==> src/core/tcl_defines.svh <==
`ifndef TCL_DEFINES_SVH
`define TCL_DEFINES_SVH

// Pin vector positions and their levels after reset
`define TCL_PIN_SEL 0
`define TCL_PIN_SCLK 1
`define TCL_PIN_DQ 2
`define TCL_PIN_RST 3'h6

// Serial framing, counted in bits
`define TCL_CMD_BITS 5'h08
`define TCL_TRIP_BITS 5'h0c
`define TCL_CFG_BITS 5'h08
`define TCL_CNT_MAX 5'h1f

// Command codes
`define TCL_CMD_START 8'h51
`define TCL_CMD_STOP 8'h22
`define TCL_CMD_RD_TEMP 8'haa
`define TCL_CMD_WR_HI 8'h01
`define TCL_CMD_WR_LO 8'h02
`define TCL_CMD_RD_HI 8'ha1
`define TCL_CMD_RD_LO 8'ha2
`define TCL_CMD_WR_CFG 8'h0c
`define TCL_CMD_RD_CFG 8'hac

// Configuration byte layout
`define TCL_CFG_DONE 7
`define TCL_CFG_OVER 6
`define TCL_CFG_UNDER 5
`define TCL_CFG_NV_HI 3
`define TCL_CFG_CPU 1
`define TCL_CFG_SINGLE 0
`define TCL_CFG_NV_RST 4'hc
`define TCL_TRIP_RST 12'h000

// Timing
`define TCL_CLK_MHZ 100
`define TCL_TC9_US 93750
`define TCL_CNV_SHORT_US 10000

`endif

==> src/core/tcl_pkg.sv <==
package tcl_pkg;

typedef logic [11:0] tcl_temp_t;

typedef enum logic {TCL_IDLE, TCL_CONV} tcl_conv_state_t;

// Clears the low bits that the resolution leaves unused
function automatic tcl_temp_t tcl_trunc(input tcl_temp_t v, input logic [1:0] res);
    return v & ~{9'h000, 3'h7 >> res};
endfunction : tcl_trunc

endpackage : tcl_pkg

==> src/core/tcl_ser_if.sv <==
`timescale 1ns/10ps
interface tcl_ser_if;
    logic sclk;
    logic sel;
    logic dq_in;
    logic dq_out;
    logic dq_oe;
    logic start_p;
    logic stop_p;
    logic wr_hi_p;
    logic wr_lo_p;
    logic wr_cfg_p;
    tcl_pkg::tcl_temp_t wdata;
    tcl_pkg::tcl_temp_t temp;
    tcl_pkg::tcl_temp_t th;
    tcl_pkg::tcl_temp_t tl;
    logic [7:0] cfg;
    modport ser(input sclk, sel, dq_in, temp, th, tl, cfg,
                output dq_out, dq_oe, start_p, stop_p, wr_hi_p, wr_lo_p, wr_cfg_p, wdata);
    modport core(output sclk, sel, dq_in, temp, th, tl, cfg,
                 input dq_out, dq_oe, start_p, stop_p, wr_hi_p, wr_lo_p, wr_cfg_p, wdata);
endinterface : tcl_ser_if

==> src/core/tcl_top.sv <==
`timescale 1ns/10ps
`include "tcl_defines.svh"
module tcl_top #(
    parameter int unsigned BASE_CONV_CYC = `TCL_TC9_US * `TCL_CLK_MHZ,
    parameter int unsigned SHORT_CNV_CYC = `TCL_CNV_SHORT_US * `TCL_CLK_MHZ,
    parameter int CW = 27,
    parameter int LW = 24
) (
    input wire logic core_clk, // System clock, 100 MHz
    input wire logic rst, // Synchronous reset, active high
    input wire logic bus_enable_pin, // Serial session enable, high opens
    input wire logic shared_clock_convert_pin, // Serial clock or convert control
    input wire logic dq_pin_in, // Data pin level
    output logic dq_pin_out, // Data pin drive value
    output logic dq_pin_oe, // Data pin drive enable
    input wire logic [11:0] sensor_code, // Converter result at conversion end
    output logic over_trip_output, // High at or above upper level
    output logic under_trip_output, // High at or below lower level
    output logic hysteresis_output // Thermostat with hysteresis
);
    tcl_ser_if sif ();

    logic [2:0] pin_s1_q, pin_s2_q, pin_s3_q, pin_lvl_q;
    logic sclk_prev_q, sel_prev_q;
    tcl_pkg::tcl_conv_state_t state_q;
    tcl_pkg::tcl_temp_t meas_q, th_q, tl_q;
    logic [3:0] cfg_nv_q;
    logic over_flag_q, under_flag_q;
    logic cont_q, sa_owner_q;
    logic [LW-1:0] low_cnt_q;
    logic over_q, under_q, hyst_q;
    logic sel, cnv_lvl, sa_mode, cnv_fall, cnv_rise, sel_rise, long_low;
    logic [1:0] res;
    logic cpu_mode, single_sel;
    logic busy, conv_done, start_req, abort, more, timer_start;
    tcl_pkg::tcl_temp_t meas_d, th_cmp, tl_cmp;
    logic ge_d, le_d;

    // Pins come from the far party: three stages, a change counts when stages 2 and 3 agree
    always_ff @(posedge core_clk) begin
        if (rst) begin
            pin_s1_q <= `TCL_PIN_RST;
            pin_s2_q <= `TCL_PIN_RST;
            pin_s3_q <= `TCL_PIN_RST;
            pin_lvl_q <= `TCL_PIN_RST;
        end else begin
            pin_s1_q <= {dq_pin_in, shared_clock_convert_pin, bus_enable_pin};
            pin_s2_q <= pin_s1_q;
            pin_s3_q <= pin_s2_q;
            pin_lvl_q <= (pin_s2_q & pin_s3_q) | (pin_lvl_q & (pin_s2_q ^ pin_s3_q));
        end
    end

    assign sel = pin_lvl_q[`TCL_PIN_SEL];
    assign cnv_lvl = pin_lvl_q[`TCL_PIN_SCLK];
    assign sif.sel = sel;
    assign sif.sclk = cnv_lvl;
    assign sif.dq_in = pin_lvl_q[`TCL_PIN_DQ];

    tcl_serial u_serial (
        .core_clk(core_clk),
        .rst(rst),
        .sif(sif)
    );

    assign res = cfg_nv_q[`TCL_CFG_NV_HI -: 2];
    assign cpu_mode = cfg_nv_q[`TCL_CFG_CPU];
    assign single_sel = cfg_nv_q[`TCL_CFG_SINGLE];

    assign sa_mode = ~cpu_mode & ~sel;
    assign cnv_fall = sa_mode & sclk_prev_q & ~cnv_lvl;
    assign cnv_rise = sa_mode & ~sclk_prev_q & cnv_lvl;
    assign sel_rise = sel & ~sel_prev_q;
    // Counter saturates, so a very long low never wraps back into a short one
    assign long_low = low_cnt_q >= LW'(SHORT_CNV_CYC);

    always_ff @(posedge core_clk) begin
        if (rst) begin
            sclk_prev_q <= 1'b1;
            sel_prev_q <= 1'b0;
        end else begin
            sclk_prev_q <= cnv_lvl;
            sel_prev_q <= sel;
        end
    end

    // low time decides one or many
    always_ff @(posedge core_clk) begin
        if (rst)
            low_cnt_q <= '0;
        else if (!(sa_mode && !cnv_lvl))
            low_cnt_q <= '0;
        else if (!long_low)
            low_cnt_q <= low_cnt_q + 1'b1;
    end

    assign start_req = sif.start_p | cnv_fall;
    assign abort = sif.stop_p | (sa_owner_q & (sel_rise | (cnv_rise & long_low)));
    assign more = cont_q | (sa_owner_q & sa_mode & ~cnv_lvl & long_low);
    assign timer_start = ~abort & ((state_q == tcl_pkg::TCL_IDLE & start_req) |
                                   (state_q == tcl_pkg::TCL_CONV & conv_done & more));

    tcl_conv_timer #(
        .BASE_CYC(BASE_CONV_CYC),
        .CW(CW)
    ) u_timer (
        .core_clk(core_clk),
        .rst(rst),
        .start(timer_start),
        .abort(abort),
        .res(res),
        .busy(busy),
        .done(conv_done)
    );

    always_ff @(posedge core_clk) begin
        if (rst)
            state_q <= tcl_pkg::TCL_IDLE;
        else if (abort)
            state_q <= tcl_pkg::TCL_IDLE;
        else
            unique case (state_q)
                tcl_pkg::TCL_IDLE: if (start_req) state_q <= tcl_pkg::TCL_CONV;
                tcl_pkg::TCL_CONV: if (conv_done && !more) state_q <= tcl_pkg::TCL_IDLE;
            endcase
    end

    always_ff @(posedge core_clk) begin
        if (rst)
            cont_q <= 1'b0;
        else if (sif.stop_p)
            cont_q <= 1'b0;
        else if (sif.start_p)
            cont_q <= ~single_sel;
    end

    // Marks a conversion started by the pin, so only the pin or a session may halt it
    always_ff @(posedge core_clk) begin
        if (rst)
            sa_owner_q <= 1'b0;
        else if (sif.start_p || abort)
            sa_owner_q <= 1'b0;
        else if (cnv_fall && state_q == tcl_pkg::TCL_IDLE)
            sa_owner_q <= 1'b1;
        else if (state_q == tcl_pkg::TCL_IDLE)
            sa_owner_q <= 1'b0;
    end

    // Levels stored at a finer resolution are cut again when it coarsens
    // truncate then compare signed
    assign meas_d = tcl_pkg::tcl_trunc(sensor_code, res);
    assign th_cmp = tcl_pkg::tcl_trunc(th_q, res);
    assign tl_cmp = tcl_pkg::tcl_trunc(tl_q, res);
    assign ge_d = $signed(meas_d) >= $signed(th_cmp);
    assign le_d = $signed(meas_d) <= $signed(tl_cmp);

    always_ff @(posedge core_clk) begin
        if (rst)
            meas_q <= 12'h000;
        else if (conv_done)
            meas_q <= meas_d;
    end

    always_ff @(posedge core_clk) begin
        if (rst) begin
            over_q <= 1'b0;
            under_q <= 1'b0;
            hyst_q <= 1'b0;
        end else if (conv_done) begin
            over_q <= ge_d;
            under_q <= le_d;
            if (ge_d)
                hyst_q <= 1'b1;
            else if (le_d)
                hyst_q <= 1'b0;
        end
    end

    always_ff @(posedge core_clk) begin
        if (rst) begin
            th_q <= `TCL_TRIP_RST;
            tl_q <= `TCL_TRIP_RST;
        end else begin
            if (sif.wr_hi_p)
                th_q <= tcl_pkg::tcl_trunc(sif.wdata, res);
            if (sif.wr_lo_p)
                tl_q <= tcl_pkg::tcl_trunc(sif.wdata, res);
        end
    end

    // Nonvolatile bits are held as plain flops reset to factory values
    always_ff @(posedge core_clk) begin
        if (rst)
            cfg_nv_q <= `TCL_CFG_NV_RST;
        else if (sif.wr_cfg_p)
            cfg_nv_q <= sif.wdata[7:4];
    end

    // sticky flags, set wins over clear
    always_ff @(posedge core_clk) begin
        if (rst) begin
            over_flag_q <= 1'b0;
            under_flag_q <= 1'b0;
        end else begin
            over_flag_q <= (conv_done & ge_d) |
                           (over_flag_q & ~(sif.wr_cfg_p & ~sif.wdata[4 + `TCL_CFG_OVER]));
            under_flag_q <= (conv_done & le_d) |
                            (under_flag_q & ~(sif.wr_cfg_p & ~sif.wdata[4 + `TCL_CFG_UNDER]));
        end
    end

    assign sif.temp = tcl_pkg::tcl_trunc(meas_q, res);
    assign sif.th = th_cmp;
    assign sif.tl = tl_cmp;
    // No nonvolatile write delay is modelled, so the write busy bit reads zero
    assign sif.cfg = {~busy, over_flag_q, under_flag_q, 1'b0, cfg_nv_q};

    assign dq_pin_out = sif.dq_out;
    assign dq_pin_oe = sif.dq_oe;
    assign over_trip_output = over_q;
    assign under_trip_output = under_q;
    assign hysteresis_output = hyst_q;
endmodule : tcl_top

==> src/core/tcl_serial.sv <==
`timescale 1ns/10ps
`include "tcl_defines.svh"
module tcl_serial (
    input wire logic core_clk, // System clock
    input wire logic rst, // Synchronous reset
    tcl_ser_if.ser sif // Filtered pins and register access
);
    logic prev_q;
    logic [4:0] cnt_q;
    logic [7:0] cmd_q;
    tcl_pkg::tcl_temp_t data_q;
    tcl_pkg::tcl_temp_t rd_q;
    logic dq_out_q, oe_q, start_q, stop_q, wr_hi_q, wr_lo_q, wr_cfg_q;
    logic rise, fall, rd_cmd;
    logic [7:0] cmd_full;

    assign rise = sif.sel & sif.sclk & ~prev_q;
    assign fall = sif.sel & ~sif.sclk & prev_q;
    assign cmd_full = {sif.dq_in, cmd_q[7:1]};
    assign rd_cmd = (cmd_q == `TCL_CMD_RD_TEMP) | (cmd_q == `TCL_CMD_RD_HI) |
                    (cmd_q == `TCL_CMD_RD_LO) | (cmd_q == `TCL_CMD_RD_CFG);

    always_ff @(posedge core_clk) begin
        if (rst) begin
            prev_q <= 1'b1;
            cnt_q <= 5'h00;
            cmd_q <= 8'h00;
            data_q <= 12'h000;
            rd_q <= 12'h000;
            dq_out_q <= 1'b0;
            oe_q <= 1'b0;
            {start_q, stop_q, wr_hi_q, wr_lo_q, wr_cfg_q} <= 5'h00;
        end else begin
            prev_q <= sif.sclk;
            {start_q, stop_q, wr_hi_q, wr_lo_q, wr_cfg_q} <= 5'h00;
            if (!sif.sel) begin
                cnt_q <= 5'h00;
                oe_q <= 1'b0;
            end else if (rise) begin
                oe_q <= 1'b0;
                if (cnt_q != `TCL_CNT_MAX)
                    cnt_q <= cnt_q + 5'h01;
                if (cnt_q < `TCL_CMD_BITS) begin
                    cmd_q <= cmd_full;
                    if (cnt_q == `TCL_CMD_BITS - 5'h01) begin
                        start_q <= cmd_full == `TCL_CMD_START;
                        stop_q <= cmd_full == `TCL_CMD_STOP;
                        unique case (cmd_full)
                            `TCL_CMD_RD_TEMP: rd_q <= sif.temp;
                            `TCL_CMD_RD_HI: rd_q <= sif.th;
                            `TCL_CMD_RD_LO: rd_q <= sif.tl;
                            `TCL_CMD_RD_CFG: rd_q <= {4'h0, sif.cfg};
                            default: rd_q <= 12'h000;
                        endcase
                    end
                end else begin
                    data_q <= {sif.dq_in, data_q[11:1]};
                    if (cnt_q == `TCL_CMD_BITS + `TCL_TRIP_BITS - 5'h01) begin
                        wr_hi_q <= cmd_q == `TCL_CMD_WR_HI;
                        wr_lo_q <= cmd_q == `TCL_CMD_WR_LO;
                    end
                    if (cnt_q == `TCL_CMD_BITS + `TCL_CFG_BITS - 5'h01)
                        wr_cfg_q <= cmd_q == `TCL_CMD_WR_CFG;
                end
            end else if (fall && cnt_q >= `TCL_CMD_BITS && rd_cmd) begin
                dq_out_q <= rd_q[0];
                rd_q <= {1'b0, rd_q[11:1]};
                oe_q <= 1'b1;
            end
        end
    end

    assign sif.dq_out = dq_out_q;
    assign sif.dq_oe = oe_q;
    assign sif.start_p = start_q;
    assign sif.stop_p = stop_q;
    assign sif.wr_hi_p = wr_hi_q;
    assign sif.wr_lo_p = wr_lo_q;
    assign sif.wr_cfg_p = wr_cfg_q;
    assign sif.wdata = data_q;
endmodule : tcl_serial

==> src/core/tcl_conv_timer.sv <==
`timescale 1ns/10ps
module tcl_conv_timer #(
    parameter int unsigned BASE_CYC = 9375000,
    parameter int CW = 27
) (
    input wire logic core_clk, // System clock
    input wire logic rst, // Synchronous reset
    input wire logic start, // Begin one conversion
    input wire logic abort, // Drop the running conversion
    input wire logic [1:0] res, // Resolution select
    output logic busy, // Conversion running
    output logic done // One-cycle end of conversion
);
    logic [CW-1:0] cnt_q;

    always_ff @(posedge core_clk) begin
        if (rst) begin
            busy <= 1'b0;
            done <= 1'b0;
            cnt_q <= '0;
        end else begin
            done <= 1'b0;
            if (abort) begin
                busy <= 1'b0;
            end else if (start) begin
                busy <= 1'b1;
                cnt_q <= CW'((BASE_CYC << res) - 1);
            end else if (busy) begin
                if (cnt_q == '0) begin
                    busy <= 1'b0;
                    done <= 1'b1;
                end else begin
                    cnt_q <= cnt_q - 1'b1;
                end
            end
        end
    end
endmodule : tcl_conv_timer

==> config.mk <==
export PLATFORM = sky130hd
export DESIGN_NAME = tcl_top
export DESIGN_NICKNAME = d
export VERILOG_FILES = /design/src/core/tcl_pkg.sv /design/src/core/tcl_ser_if.sv /design/src/core/tcl_top.sv /design/src/core/tcl_serial.sv /design/src/core/tcl_conv_timer.sv
export VERILOG_INCLUDE_DIRS = /design/src /design/src/core
export SDC_FILE = /design/constraint.sdc
export NUM_CORES = 1
export LEC_CHECK = 0
export ABC_CLOCK_PERIOD_IN_PS = 5150
export BUFFER_PORTS_ARGS = -buffer_cell sky130_fd_sc_hd__buf_2
export CAP_MARGIN = 40
export CORE_ASPECT_RATIO = 0.5
export CORE_UTILIZATION = 55
export DETAILED_ROUTE_END_ITERATION = 16
export PLACE_DENSITY = 0.72
export SYNTH_ARGS = -nofsm -noshare
export SYNTH_HDL_FRONTEND = slang
export SYNTH_SLANG_ARGS = --single-unit
==> constraint.sdc <==
create_clock -name core_clk -period 5.15 [get_ports core_clk]
set_input_delay 1.2875 -clock core_clk [delete_from_list [all_inputs] [get_ports core_clk]]
set_output_delay 1.2875 -clock core_clk [all_outputs]
set_load 0.05 [all_outputs]
== Word level (Yosys, flattened, before mapping) ==
Cells that the tools add are included.
Word-level totals
  word-level logic and storage cells: 177
  bits in latches: 0
  bits in writable memories: 0
  bits in read-only memories: 0
  memories: 0
  bits in registers: 159
  bits of input ports: 17
  output and inout bits: 5
Operators by class
  divide/modulo/power cells: 0
  bitwise operators: 64
  $mul: 0
  add/sub/neg operators: 4
  shift-type cells: 2
  reduce and logical (&&, ||, !) cells: 29
  eq/ne operators: 21
  multiplexer cells: 19
  magnitude comparators: 5
Operators by type and width (count)
  2-to-1 mux 27 bit: 3
  equality test 8 bit, second input constant: 8
  AND 12 bit: 5
  subtractor 27 x 1 -> 27 bit, second input constant: 2
  2-to-1 mux 12 bit: 4
  case mux 12 bit (4 select lines): 1
  logical NOT 27 bit: 1
  left shift 24 x 2 -> 27 bit, first input constant: 1
  AND 1 bit: 25
  adder 24 x 1 -> 24 bit, second input constant: 1
  >= comparator 24 x 20 -> 1 bit, second input constant: 1
  NOT 1 bit: 19
  OR reduction 5 bit: 3
  >= comparator 12 bit: 1
  less-or-equal comparator 12 bit: 1
  NOT 3 -> 12 bit: 1
  AND reduction 3 bit: 4
  2-to-1 mux 1 bit: 10
  OR 1 bit: 10
  OR reduction 2 bit: 5
  equality test 8 x 1 -> 1 bit, second input constant: 1
  equality test 8 x 2 -> 1 bit, second input constant: 1
  equality test 8 x 4 -> 1 bit, second input constant: 1
  equality test 8 x 6 -> 1 bit, second input constant: 1
  23 further kinds: 34

== Longest topological paths before layout ==
Gate-level depths: netlist of the first run.
  depth after elaboration: 12
  depth in mapped cells: 15
  gate-level depth less buffers: 13

== Hierarchy ==
From an unflattened synthesis of the first run, not the netlist that was laid out.
Second synthesis, totals
  cells, all modules: 1012
  area, all modules: 8563.2 um^2
Modules (own cells, without submodules)
  tcl_top: cells an instance 437, area each 3930.0 um^2, instances 1, seq. area each 1721.7 um^2
  tcl_serial: cells an instance 276, area each 2378.5 um^2, instances 1, seq. area each 900.9 um^2
  tcl_conv_timer: cells an instance 299, area each 2254.7 um^2, instances 1, seq. area each 580.6 um^2

== Worst setup path before layout of the first run ==
Ideal clock, no wire load.
  kind: register -> register
  start point: reg low_cnt_q[10]
  end point: reg u_timer.cnt_q[26]
  stages on the path, launching flop included: 15
  library setup time: 0.103 ns
  period minus slack after synthesis: 3.597 ns
  buffers on the path: 1
  required time: 5.047 ns
  arrival time: 3.494 ns
  slack: 1.553 ns
  cells stage by stage: dfxtp_1 o41ai_2 nand4b_2 and2_4 a311oi_2 nand2_2 nand2_1 ha_1 clkbuf_1 nand4_1 nor3_1 nand2_1 nor4_1 o21ai_1 a2111oi_2
Between the ends
  word-level cells in the longest chain between the ends: 9
  elaborated cells on any way between the ends: 15
  those cells by class: 1 x order compare; 1 x eq/ne; 1 x mux; 10 x bitwise; 2 x reduce/logical
RTL lines
  start: declaration: line tcl_top.sv:30  | logic [LW-1:0] low_cnt_q;
  start signal: assignment: line tcl_top.sv:94  | low_cnt_q <= low_cnt_q + 1'b1;
  >= comparator 24 x 20 -> 1 bit *: line tcl_top.sv:75  | assign long_low = low_cnt_q >= LW'(SHORT_CNV_CYC);
  AND 1 bit: line tcl_top.sv:98  | assign abort = sif.stop_p | (sa_owner_q & (sel_rise | (cnv_rise & long_low)));
  OR 1 bit: line tcl_top.sv:98
  AND 1 bit: line tcl_top.sv:98
  OR 1 bit: line tcl_top.sv:98
  NOT 1 bit (no source line)
  AND 1 bit: line tcl_top.sv:100  | assign timer_start = ~abort & ((state_q == tcl_pkg::TCL_IDLE & start_req) |
  != test 2 bit (no source line) or nonzero test 2 bit (tied branches)
  AND reduction 3 bit (no source line)
  end signal: assignment: line tcl_conv_timer.sv:27  | cnt_q <= CW'((BASE_CYC << res) - 1);
  end signal: assignment: line tcl_conv_timer.sv:33  | cnt_q <= cnt_q - 1'b1;
  end: declaration: line tcl_conv_timer.sv:14  | logic [CW-1:0] cnt_q;
Every way passes the cells marked *; elsewhere a longest branch is shown, timed or not.
A chain may end at the register's enable or synchronous reset.

== Worst setup path in the final report of the first run ==
Same ends and word-level chain as after synthesis.

==> results.md, run 1 <==
- DR pass1 iterations: 7
- Lkg Pwr: 3.11 nW
- Die W: roughly 170 µm
- Critical Path Max Stage Delay: about 0.44 ns
- Area Growth Syn to Fin: 11.0%
- CTS H-tree depth: 4
- Min cycle time layout: 3.97 ns
- Switching Fraction: around 26%
- Hpwl dp: around 13000 µm
- Setup_tns: 0 ns
- Worst clock skew: ~0.014 ns
- Reg-to-reg setup timing slack: 1.18 ns
- Vias in the first global route: 6294
- Antenna-violating nets left: 0
- Fin nets: a little under 1k
- Mapped Avg Cell Area: ~8.4 µm²
- # Max-Cap Violations: 0
- Crit Path Max Fanout: 10
- Worst-path cell with the longest stage delay: nor3_1
- Comb pwr share: 11.0%
- Slew Viols, Final: 0
- Routed length on met1: roughly 8700 µm
- Root buffer cell: clkbuf_16
- Register area share after synthesis: approximately two fifths
- Yosys reg bits: roughly 160
- # diodes: 0
- Grt ovf: 0
- Psw: 0.744 mW
- PD cells: between 300 and 400 mW/mm²
- Fin. Hold Viols: 0
- Initial Utilization: 57.0%
- Max Root-Sink Buffers: 2
- Netlist cell types: 78
- Largest net degree at the start of global routing: between 60 and 70
- Vias per std cell: roughly 5.9
- Status: finished clean
- Worst slew pin tran: slightly above 0.9 ns
- Clock sinks: 159
- CP bufs+invs: 0
- Worst min path class: reg -> reg
- DRT iter0 DRCs: ~600
- Final setup fails: 0
- Clk slew on worst S/H paths: 0.07 ns
- Routed wl met3: roughly 1200 µm
- Cell Int Power: about 2.2 mW
- Post-Syn Area: around 0.0078 mm²
- Synthesized Nets: approximately 1000
- Crit path required time: ~5.5 ns
- IO Port Bufs: 21
- Drt total wl: between 15000 and 20000 µm
- Row cnt: 30
- Clock power share: 44.7%
- CTS tree: built
- Later-pin clock latency in the skew report: approximately 0.42 ns
- Critical Path End Type: flop
- Post-CTS resize count: 0
- Max-slew headroom: 39.1%
- Most frequent CP cell: nand2_1
- Final period util: ~77%
- CTS Hold Buffers Added: 0
- Critical-path cell list: o41ai_2 > nand4b_2 > and2_4 > a311oi_2 > nand2_2 > nand2_1 > ha_1 > nand4_1 > nor3_1 > nand2_1 > nor4_1 > o21ai_1 > a2111oi_2
- CP arrival: approximately 4.3 ns
- Metal2 WL: approximately 8400 µm
- Power, Total: ~2.9 mW
- Global-route wire length before repair: between 30000 and 40000 µm
- Maximum VDD drop: between 0.1 and 0.15 mV
- GPL Wtd Cong: around 0.9
- Share of cells above drive strength 1: between 10% and 20%
- Top sig layer: met4
- Top FF cell, synth: dfxtp_1
- Synth async-reset ratio: 0%
- Via count: 6676
- CTS Buf Count: 17
- DRC: 0
- Post-Syn Instances: between 900 and 1k
- Initial antenna violation count: 0
- Yosys synthesis warning count: 0
- # IOs: 22
- Part of the power in registers: between 40 and 50%
- Die span in y: 86.3 µm
- Die area: roughly 0.015 mm²
- Worst Setup Start Kind: flop
- Post-CTS setup buffers: 0
- Max Freq: about 0.25 GHz
- RSZ-0062 raised after global routing: no
- Crit path max-delay family: simple AND/OR/NAND/NOR gates
- EDFF count, synth: 0
- Core area: approximately 0.014 mm²
- WL per Instance: ~16 µm
- Critical setup path kind: reg -> reg
- Total global-route track usage: between 20% and 30%
[cells in the final DEF (no fill, tap or decap), types with 12 or more instances in the layout]
cell type and instances:
a21oi_1 64, nor2b_1 12, nand2b_1 12, nand3_1 21, inv_1 34, buf_2 21, dfxtp_1 159, clkbuf_16 17
ha_1 40, xor2_1 16, mux2i_1 41, nor2_1 109, o21ai_0 48, nor3_1 27, nand2_1 111
[final timing paths]
check / endpoint / cells after the start / startpoint
max: u_timer.cnt_q[26]$_SDFFE_PP0P_ / 13 / low_cnt_q[10]$_SDFFE_PP0N_
min: pin_s2_q[2]$_SDFF_PP1_ / 1 / pin_s1_q[2]$_SDFF_PP1_
max reg2reg: u_timer.cnt_q[26]$_SDFFE_PP0P_ / 13 / low_cnt_q[10]$_SDFFE_PP0N_
min reg2reg: pin_s2_q[2]$_SDFF_PP1_ / 1 / pin_s1_q[2]$_SDFF_PP1_
[layer usage]
| layer | up-vias | track usage [%] |
|---|---|---|
| met2 | 243 | 42.5 |
| met1 | 3141 | 35.7 |
| met5 | - | 0 |
| met3 | 18 | 5.11 |
| met4 | 0 | 8.44 |
| li1 | 3274 | - |
[state kept, by name (all words and copies together), names as in the netlist, 3 cells and up]
signal / cells
cfg_nv_q: 4
low_cnt_q: 24
th_q: 12
u_serial.rd_q: 12
meas_q: 12
pin_lvl_q: 3
u_serial.cnt_q: 5
u_serial.cmd_q: 8
pin_s3_q: 3
pin_s1_q: 3
u_timer.cnt_q: 27
u_serial.sif.wdata: 12
pin_s2_q: 3
tl_q: 12
[Yosys cell counts, drive strengths merged, types with 8 or more instances]
cell type / instances / share of area, %
ha: 40 / 6.4
buf: 15 / 1.1
clkbuf: 34 / 1.6
mux2i: 41 / 5.3
nand2: 112 / 5.4
xnor2: 8 / 0.90
or3: 8 / 0.64
inv: 34 / 1.6
xor2: 16 / 1.8
nand4: 10 / 0.80
a21oi: 64 / 4.1
dfxtp: 159 / 41
nor2: 109 / 5.2
nand3: 21 / 1.3
and2: 10 / 0.83
a31oi: 11 / 0.88
nand2b: 12 / 0.96
and3: 9 / 0.72
nor3: 28 / 1.9
nor2b: 12 / 0.96
nor4: 13 / 1.3
or2: 9 / 0.72
a21o: 8 / 0.77
o21ai: 50 / 3.2
[stage by stage]
step           utilization [%]  setup WS, ns  cell area (µm²)  hold slack, ns  cells
6_report                  63.3          1.18             8680           0.413   1133
5_1_grt                   63.3         0.845             8680           0.421   1133
4_1_cts                   63.3          1.22             8680           0.418   1133
3_5_place_dp              58.9          1.23             8070           0.409   1101
3_3_place_gp              58.7          1.36             8040           0.399   1097
2_1_floorplan                -          1.55             7820           0.389    925
[power groups by stage]
stage / sequential (mW) / combinational [mW] / clock (mW)
2_1_floorplan: 1.31 / 0.244 / 0
3_3_place_gp: 1.31 / 0.306 / 0
3_5_place_dp: 1.31 / 0.312 / 0
4_1_cts: 1.28 / 0.315 / 1.31
5_1_grt: 1.29 / 0.358 / 1.36
6_report: 1.29 / 0.320 / 1.30
[cell type report]
type / count / area [µm²]
fill: 1156 / 5020
multi-input combinational: 682 / 4310
sequential: 159 / 3180
clock buffer: 20 / 447
tap: 192 / 240
timing repair buffer: 33 / 203
clock inverter: 12 / 159
inverter: 35 / 131
[cell families (layout without fill, tap and decap cells)]
logic type | count (synthesis) | in the layout | synth area share, %
AO/OA/AOI/OAI | 192 | 192 | 15.9
buffers and inverters | 84 | 100 | 4.39
XOR/XNOR | 24 | 24 | 2.69
flip-flops | 159 | 159 | 40.7
multiplexers | 44 | 44 | 5.68
AND/OR/NAND/NOR | 382 | 382 | 24.2
adder cells (fa/ha/maj) | 40 | 40 | 6.40
(Power assumes the default switching activity.)
==> run 2: changes to the inputs <==
Settings changed: ABC_CLOCK_PERIOD_IN_PS 5150 to 3900.
Clock period 5.15 ns to 3.9 ns, I/O delays scaled along.
==> results.md, run 2 (synthesized netlist as in run 1, its figures left out) <==
- Global-route wire length before repair: between 30000 and 40000 µm
- WL per Instance: approximately 17 µm
- Fill count: ~1.2k
- CTS Hold Buffers Added: 0
- Worst Reg-to-Reg Cells: 14
- Row cnt: 30
- Clock sinks: 159
- Vias in the first global route: around 6.3k
- Most frequent cells in the layout: dfxtp_1, nand2_1, nor2_1
- Final setup fails: 0
- CTS tree: built
- Share of cells above drive strength 1: about 11%
- Reg-to-reg setup timing slack: approximately 0.36 ns
- Worst Setup Start Kind: flop
- Lkg Pwr: around 3.1 nW
- IO Port Bufs: 21
- Critical setup path kind: reg -> reg
- Part of the power in registers: 44.6%
- Crit path required time: around 4.2 ns
- Antenna-violating nets left: 0
- Root buffer cell: clkbuf_16
- Initial antenna violation count: 0
- Post-CTS setup buffers: 0
- GPL Wtd Cong: around 0.91
- Critical Path End: u_timer.cnt_q[26]$_SDFFE_PP0P_
- CP startpoint: low_cnt_q[10]$_SDFFE_PP0N_
- CTS H-tree depth: 4
- Grt ovf: 0
- CTS Buf Count: 17
- Status: finished clean
- Cell Int Power: 2.79 mW
- Setup_tns: 0 ns
- Min cycle time layout: about 3.5 ns
- Core area: ~0.014 mm²
- RSZ-0062 raised after global routing: no
- Largest net degree at the start of global routing: 69
- Worst r2r src: low_cnt_q[10]$_SDFFE_PP0N_
- Worst slew pin tran: ~0.9 ns
- Largest reg by FF count: u_timer.cnt_q
- Crit Path Max Fanout: 10
- Hpwl dp: ~13000 µm
- Via count: a little under 7k
- Die span in y: between 80 and 90 µm
- Die W: roughly 170 µm
- Clk slew on worst S/H paths: 0.07 ns
- Comb pwr share: a little under an eighth
- Drt total wl: 18900 µm
- Psw: roughly 1.0 mW
- Max-slew headroom: roughly two fifths
- # diodes: 0
- Fin. Hold Viols: 0
- Maximum VDD drop: between 0.2 and 0.3 mV
- Total global-route track usage: 26.6%
- R2R Path End: u_timer.cnt_q[26]$_SDFFE_PP0P_
- PD cells: about 440 mW/mm²
- Most common cell after layout, fill and taps aside: dfxtp_1
- CP arrival: 3.85 ns
- # IOs: 22
- Area Growth Syn to Fin: 11.8%
- Post-CTS resize count: 0
- Worst clock skew: 0.00896 ns
- Worst min path class: reg -> reg
- Max Freq: 0.283 GHz
- Vias per std cell: between 5 and 6
- Max Root-Sink Buffers: 2
- Die area: 0.0147 mm²
- Later-pin clock latency in the skew report: roughly 0.42 ns
- Power, Total: roughly 3.8 mW
- Switching Fraction: 26.7%
- Fin nets: ~1000
- DRC: 0
- DRT iter0 DRCs: between 500 and 600
- Slew Viols, Final: 0
- Final period util: approximately nine tenths
- Critical Path End Type: flop
- Initial Utilization: 57.0%
- Biggest regs: u_timer.cnt_q (27), low_cnt_q (24)
- # Max-Cap Violations: 0
- DR pass1 iterations: 5
- Clock power share: 43.9%
- Largest register FFs: 27
[run 2: layout make-up]
class	count	area, µm²	share of cell area (%)
clock buffers	17	425	4.87
clock inverters	14	158	1.80
inverters	35	131	1.50
multi-input cells	682	4310	49.4
flip-flops and latches	159	3180	36.4
well taps	192	240	2.75
repair buffers	41	285	3.27
[run 2: worst min path at each step]
stage / start / endpoint / slack [ns] / depth (start not counted)
after detailed placement: pin_s1_q[1]$_SDFF_PP1_ / pin_s2_q[1]$_SDFF_PP1_ / 0.40 / 1
after global routing: pin_s1_q[2]$_SDFF_PP1_ / pin_s2_q[2]$_SDFF_PP1_ / 0.43 / 1
after floorplan: pin_s1_q[1]$_SDFF_PP1_ / pin_s2_q[1]$_SDFF_PP1_ / 0.39 / 1
final: pin_s1_q[1]$_SDFF_PP1_ / pin_s2_q[1]$_SDFF_PP1_ / 0.42 / 1
after CTS: pin_s1_q[1]$_SDFF_PP1_ / pin_s2_q[1]$_SDFF_PP1_ / 0.43 / 1
after global placement: pin_s1_q[2]$_SDFF_PP1_ / pin_s2_q[2]$_SDFF_PP1_ / 0.40 / 1
[run 2: per-layer routing]
metal  share of wire, %  up-vias  global-route usage [%]
met5                  0        -                       0
met4                1.4        0                    7.70
met3                6.5       32                    5.57
met2                 45      214                    43.2
met1                 47     3207                    35.9
li1                   -     3285                       -
[run 2: through the flow]
| stage | cells | hold WS [ns] | cell area, µm² | util (%) | setup slack, ns |
|---|---|---|---|---|---|
| 6_report | 1140 | 0.421 | 8740 | 63.8 | 0.361 |
| 5_1_grt | 1140 | 0.433 | 8740 | 63.8 | 0.0153 |
| 4_1_cts | 1140 | 0.426 | 8740 | 63.8 | 0.355 |
| 3_5_place_dp | 1109 | 0.398 | 8150 | 59.5 | 0.380 |
| 3_3_place_gp | 1106 | 0.396 | 8100 | 59.2 | 0.521 |
| 2_1_floorplan | 925 | 0.389 | 7820 | - | 0.303 |
[run 2: critical path, cell delays in order (launching register included)]
cell and delay (ns):
dfxtp_1 0.35, o41ai_2 0.37, nand4b_2 0.27, and2_4 0.26, a311oi_2 0.29, nand2_2 0.21, nand2_1 0.12, ha_1 0.17
nand4_1 0.14, nor3_1 0.18, buf_4 0.16, nand2_1 0.10, nor4_1 0.32, o21ai_1 0.12, a2111oi_2 0.38
[run 2: power groups by stage]
stage	Combinational [mW]	Clock, mW	Sequential, mW
after floorplan	0.322	0	1.72
after global placement	0.415	0	1.73
after detailed placement	0.427	0	1.73
after CTS	0.429	1.68	1.70
after global routing	0.482	1.76	1.70
final	0.435	1.67	1.70
==> run 3: changes to the inputs <==
Settings changed: ABC_AREA set to 1.
==> results.md, run 3 <==
- Dpl cell area: roughly 0.0084 mm²
- Netlist cell types: 46
- Worst Hold End: pin_s2_q[0]$_SDFF_PP0_
- Post-Syn Instances: around 1.2k
- Synth area leader: dfxtp_1
- Register area share after synthesis: 38.9%
- # diodes: 0
- Synthesized Nets: about 1.2k
- Die span in y: 88.3 µm
- PD cells: around 440 mW/mm²
- Worst hold path depth: 2
- Worst Reg-to-Reg Cells: 21
- Post-CTS setup buffers: 0
- RSZ-0062 raised after global routing: no
- Non-filler instance count after layout: approximately 1.4k
- Antenna-violating nets left: 0
- Min cycle time layout: ~3.2 ns
- Count leader, synth: nand2_1
- CTS tree: built
- # Max-Cap Violations: 0
- Power, Total: ~4 mW
- Final setup fails: 0
- Worst clock skew: approximately 0.012 ns
- Biggest regs: u_timer.cnt_q (27), low_cnt_q (24)
- Reg-to-reg setup timing slack: around 0.73 ns
- EDFF count, synth: 0
- Vias in the first global route: between 6k and 7k
- Crit path required time: approximately 4.2 ns
- Largest cells by area after synthesis: dfxtp_1, nand2_1, inv_1
- Hpwl dp: roughly 15000 µm
- Crit Path Max Fanout: 30
- Largest register FFs: 27
- Maximum VDD drop: around 0.32 mV
- WL per Instance: 15.4 µm
- Design area: around 0.0090 mm²
- Synth async-reset ratio: 0%
- DRT iter0 DRCs: 677
- IO Port Bufs: 21
- Worst Setup Start Kind: flop
- Mapped Avg Cell Area: roughly 7.1 µm²
- Root buffer cell: clkbuf_16
- Most common cell after layout, fill and taps aside: nand2_1
- Max Root-Sink Buffers: 2
- GPL Wtd Cong: around 0.98
- Yosys reg bits: about 160
- Area Growth Syn to Fin: 10.2%
- Clock sinks: roughly 160
- Max-slew headroom: 45.7%
- Grt ovf: 0
- Worst min path class: reg -> reg
- Fin nets: approximately 1.2k
- # IOs: 22
- Initial antenna violation count: 0
- CTS H-tree depth: 4
- Max Freq: roughly 0.32 GHz
- CTS Buf Count: 17
- Core area: around 0.015 mm²
- Most frequent cells in the layout: nand2_1, inv_1, dfxtp_1
- Yosys synthesis warning count: 0
- Drt total wl: 21100 µm
- Final hold slack: 0.405 ns
- Synth cell count leaders: nand2_1, inv_1, dfxtp_1, nor2_1, a21oi_1
- Placed Instances: around 1.3k
- Clk slew on worst S/H paths: ~0.08 ns
- Slew Viols, Final: 0
- CTS Hold Buffers Added: 0
- Lkg Pwr: between 3 and 4 nW
- DRC: 0
- Critical setup path kind: reg -> reg
- Post-Syn Area: about 0.0082 mm²
- Worst r2r src: low_cnt_q[17]$_SDFFE_PP0N_
- Critical Path End Type: flop
- Setup_tns: 0 ns
- Row cnt: 31
- Die W: about 170 µm
- Worst slew pin tran: around 0.81 ns
- CP arrival: 3.49 ns
- Final period util: 81.2%
- Share of cells above drive strength 1: a little over a tenth
- Largest net degree at the start of global routing: 83
- Largest reg by FF count: u_timer.cnt_q
- Die area: about 0.015 mm²
- Hold Crit Start: pin_s1_q[0]$_SDFF_PP0_
- Vias per std cell: 5.49
- R2R Path End: u_timer.cnt_q[14]$_SDFFE_PP0P_
- Initial Utilization: around 56%
- Total global-route track usage: between 20% and 30%
- DR pass1 iterations: 6
- Global-route wire length before repair: roughly 33000 µm
- Post-synth top area share: 38.9%
- Via count: approximately 7.5k
- Post-CTS resize count: 0
- Top FF cell, synth: dfxtp_1
- Status: finished clean
- Later-pin clock latency in the skew report: between 0.4 and 0.5 ns
- Fin. Hold Viols: 0
==> run 3: cell count changes after synthesis, moves of 22 or more <==
cell | previous run | this run
nand3_1 | 21 | 43
o21ai_0 | 48 | 111
nor2_1 | 109 | 134
nand2_1 | 111 | 171
inv_1 | 34 | 167
a21oi_1 | 64 | 119
nand2_2 | 1 | 25
mux2i_1 | 41 | 0
==> run 3: critical path: stages (launching register included) <==
cell and delay [ns]:
dfxtp_1 0.33, nand2_1 0.10, clkinv_1 0.07, nand2_1 0.08, nor2_1 0.05, a21oi_2 0.12, nand2_2 0.13, nand2_1 0.09
nand2_1 0.08, a21oi_4 0.35, nand2_4 0.34, nand2_1 0.15, ha_1 0.27, nand2_2 0.10, nor2_4 0.14, nand2_2 0.09
nor2_4 0.17, nand2_2 0.09, o21ai_1 0.13, nand3_1 0.08, nand2_1 0.06, inv_1 0.04
==> run 3: how the worst max path moves through the flow <==
stage | startpoint | slack (ns) | cells after the start | endpoint
after floorplan | low_cnt_q[17]$_SDFFE_PP0N_ | 1.29 | 22 | u_timer.cnt_q[10]$_SDFFE_PP0P_
after global placement | low_cnt_q[10]$_SDFFE_PP0N_ | 0.86 | 20 | u_timer.cnt_q[10]$_SDFFE_PP0P_
after detailed placement | low_cnt_q[17]$_SDFFE_PP0N_ | 0.76 | 20 | u_timer.cnt_q[10]$_SDFFE_PP0P_
after CTS | low_cnt_q[17]$_SDFFE_PP0N_ | 0.74 | 20 | u_timer.cnt_q[10]$_SDFFE_PP0P_
after global routing | low_cnt_q[17]$_SDFFE_PP0N_ | 0.32 | 20 | u_timer.cnt_q[10]$_SDFFE_PP0P_
final | low_cnt_q[17]$_SDFFE_PP0N_ | 0.73 | 21 | u_timer.cnt_q[14]$_SDFFE_PP0P_
==> run 3: power breakdown <==
part / total, mW / internal [mW] / switching, mW
clock: 1.69 / 0.912 / 0.776
combinational: 0.614 / 0.199 / 0.415
sequential: 1.69 / 1.66 / 0.0284
total: 3.99 / 2.77 / 1.22
==> run 3: layout make-up <==
class,instances,area (µm²)
fill,1359,5480
multi-input combinational,783,4190
sequential,159,3180
inverter,170,638
clock buffer,17,425
tap,198,248
timing repair buffer,30,173
clock inverter,15,164
==> run 3: per-layer routing <==
layer / global-route usage [%] / up-vias / part of all wire, %
li1: - / 3803 / -
met1: 39.2 / 3469 / 49
met2: 42.7 / 236 / 43
met3: 6.87 / 21 / 7.4
met4: 7.75 / 0 / 0.90
met5: 0 / - / 0
==> run 3: logic make-up after synthesis <==
| family | after synthesis | synth area share (%) |
|---|---|---|
| flip-flops | 159 | 38.9 |
| adder cells (fa/ha/maj) | 40 | 6.11 |
| AND/OR/NAND/NOR | 456 | 25.6 |
| buffers and inverters | 208 | 9.91 |
| AO/OA/AOI/OAI | 281 | 18.8 |
| XOR/XNOR | 6 | 0.642 |
==> run 3: metrics by stage <==
stage               util, %  setup WS, ns
finish                 62.2         0.734
global route           62.2         0.321
CTS                    62.2         0.740
detailed placement     58.1         0.756
global placement       58.1         0.860
floorplan                 -          1.29
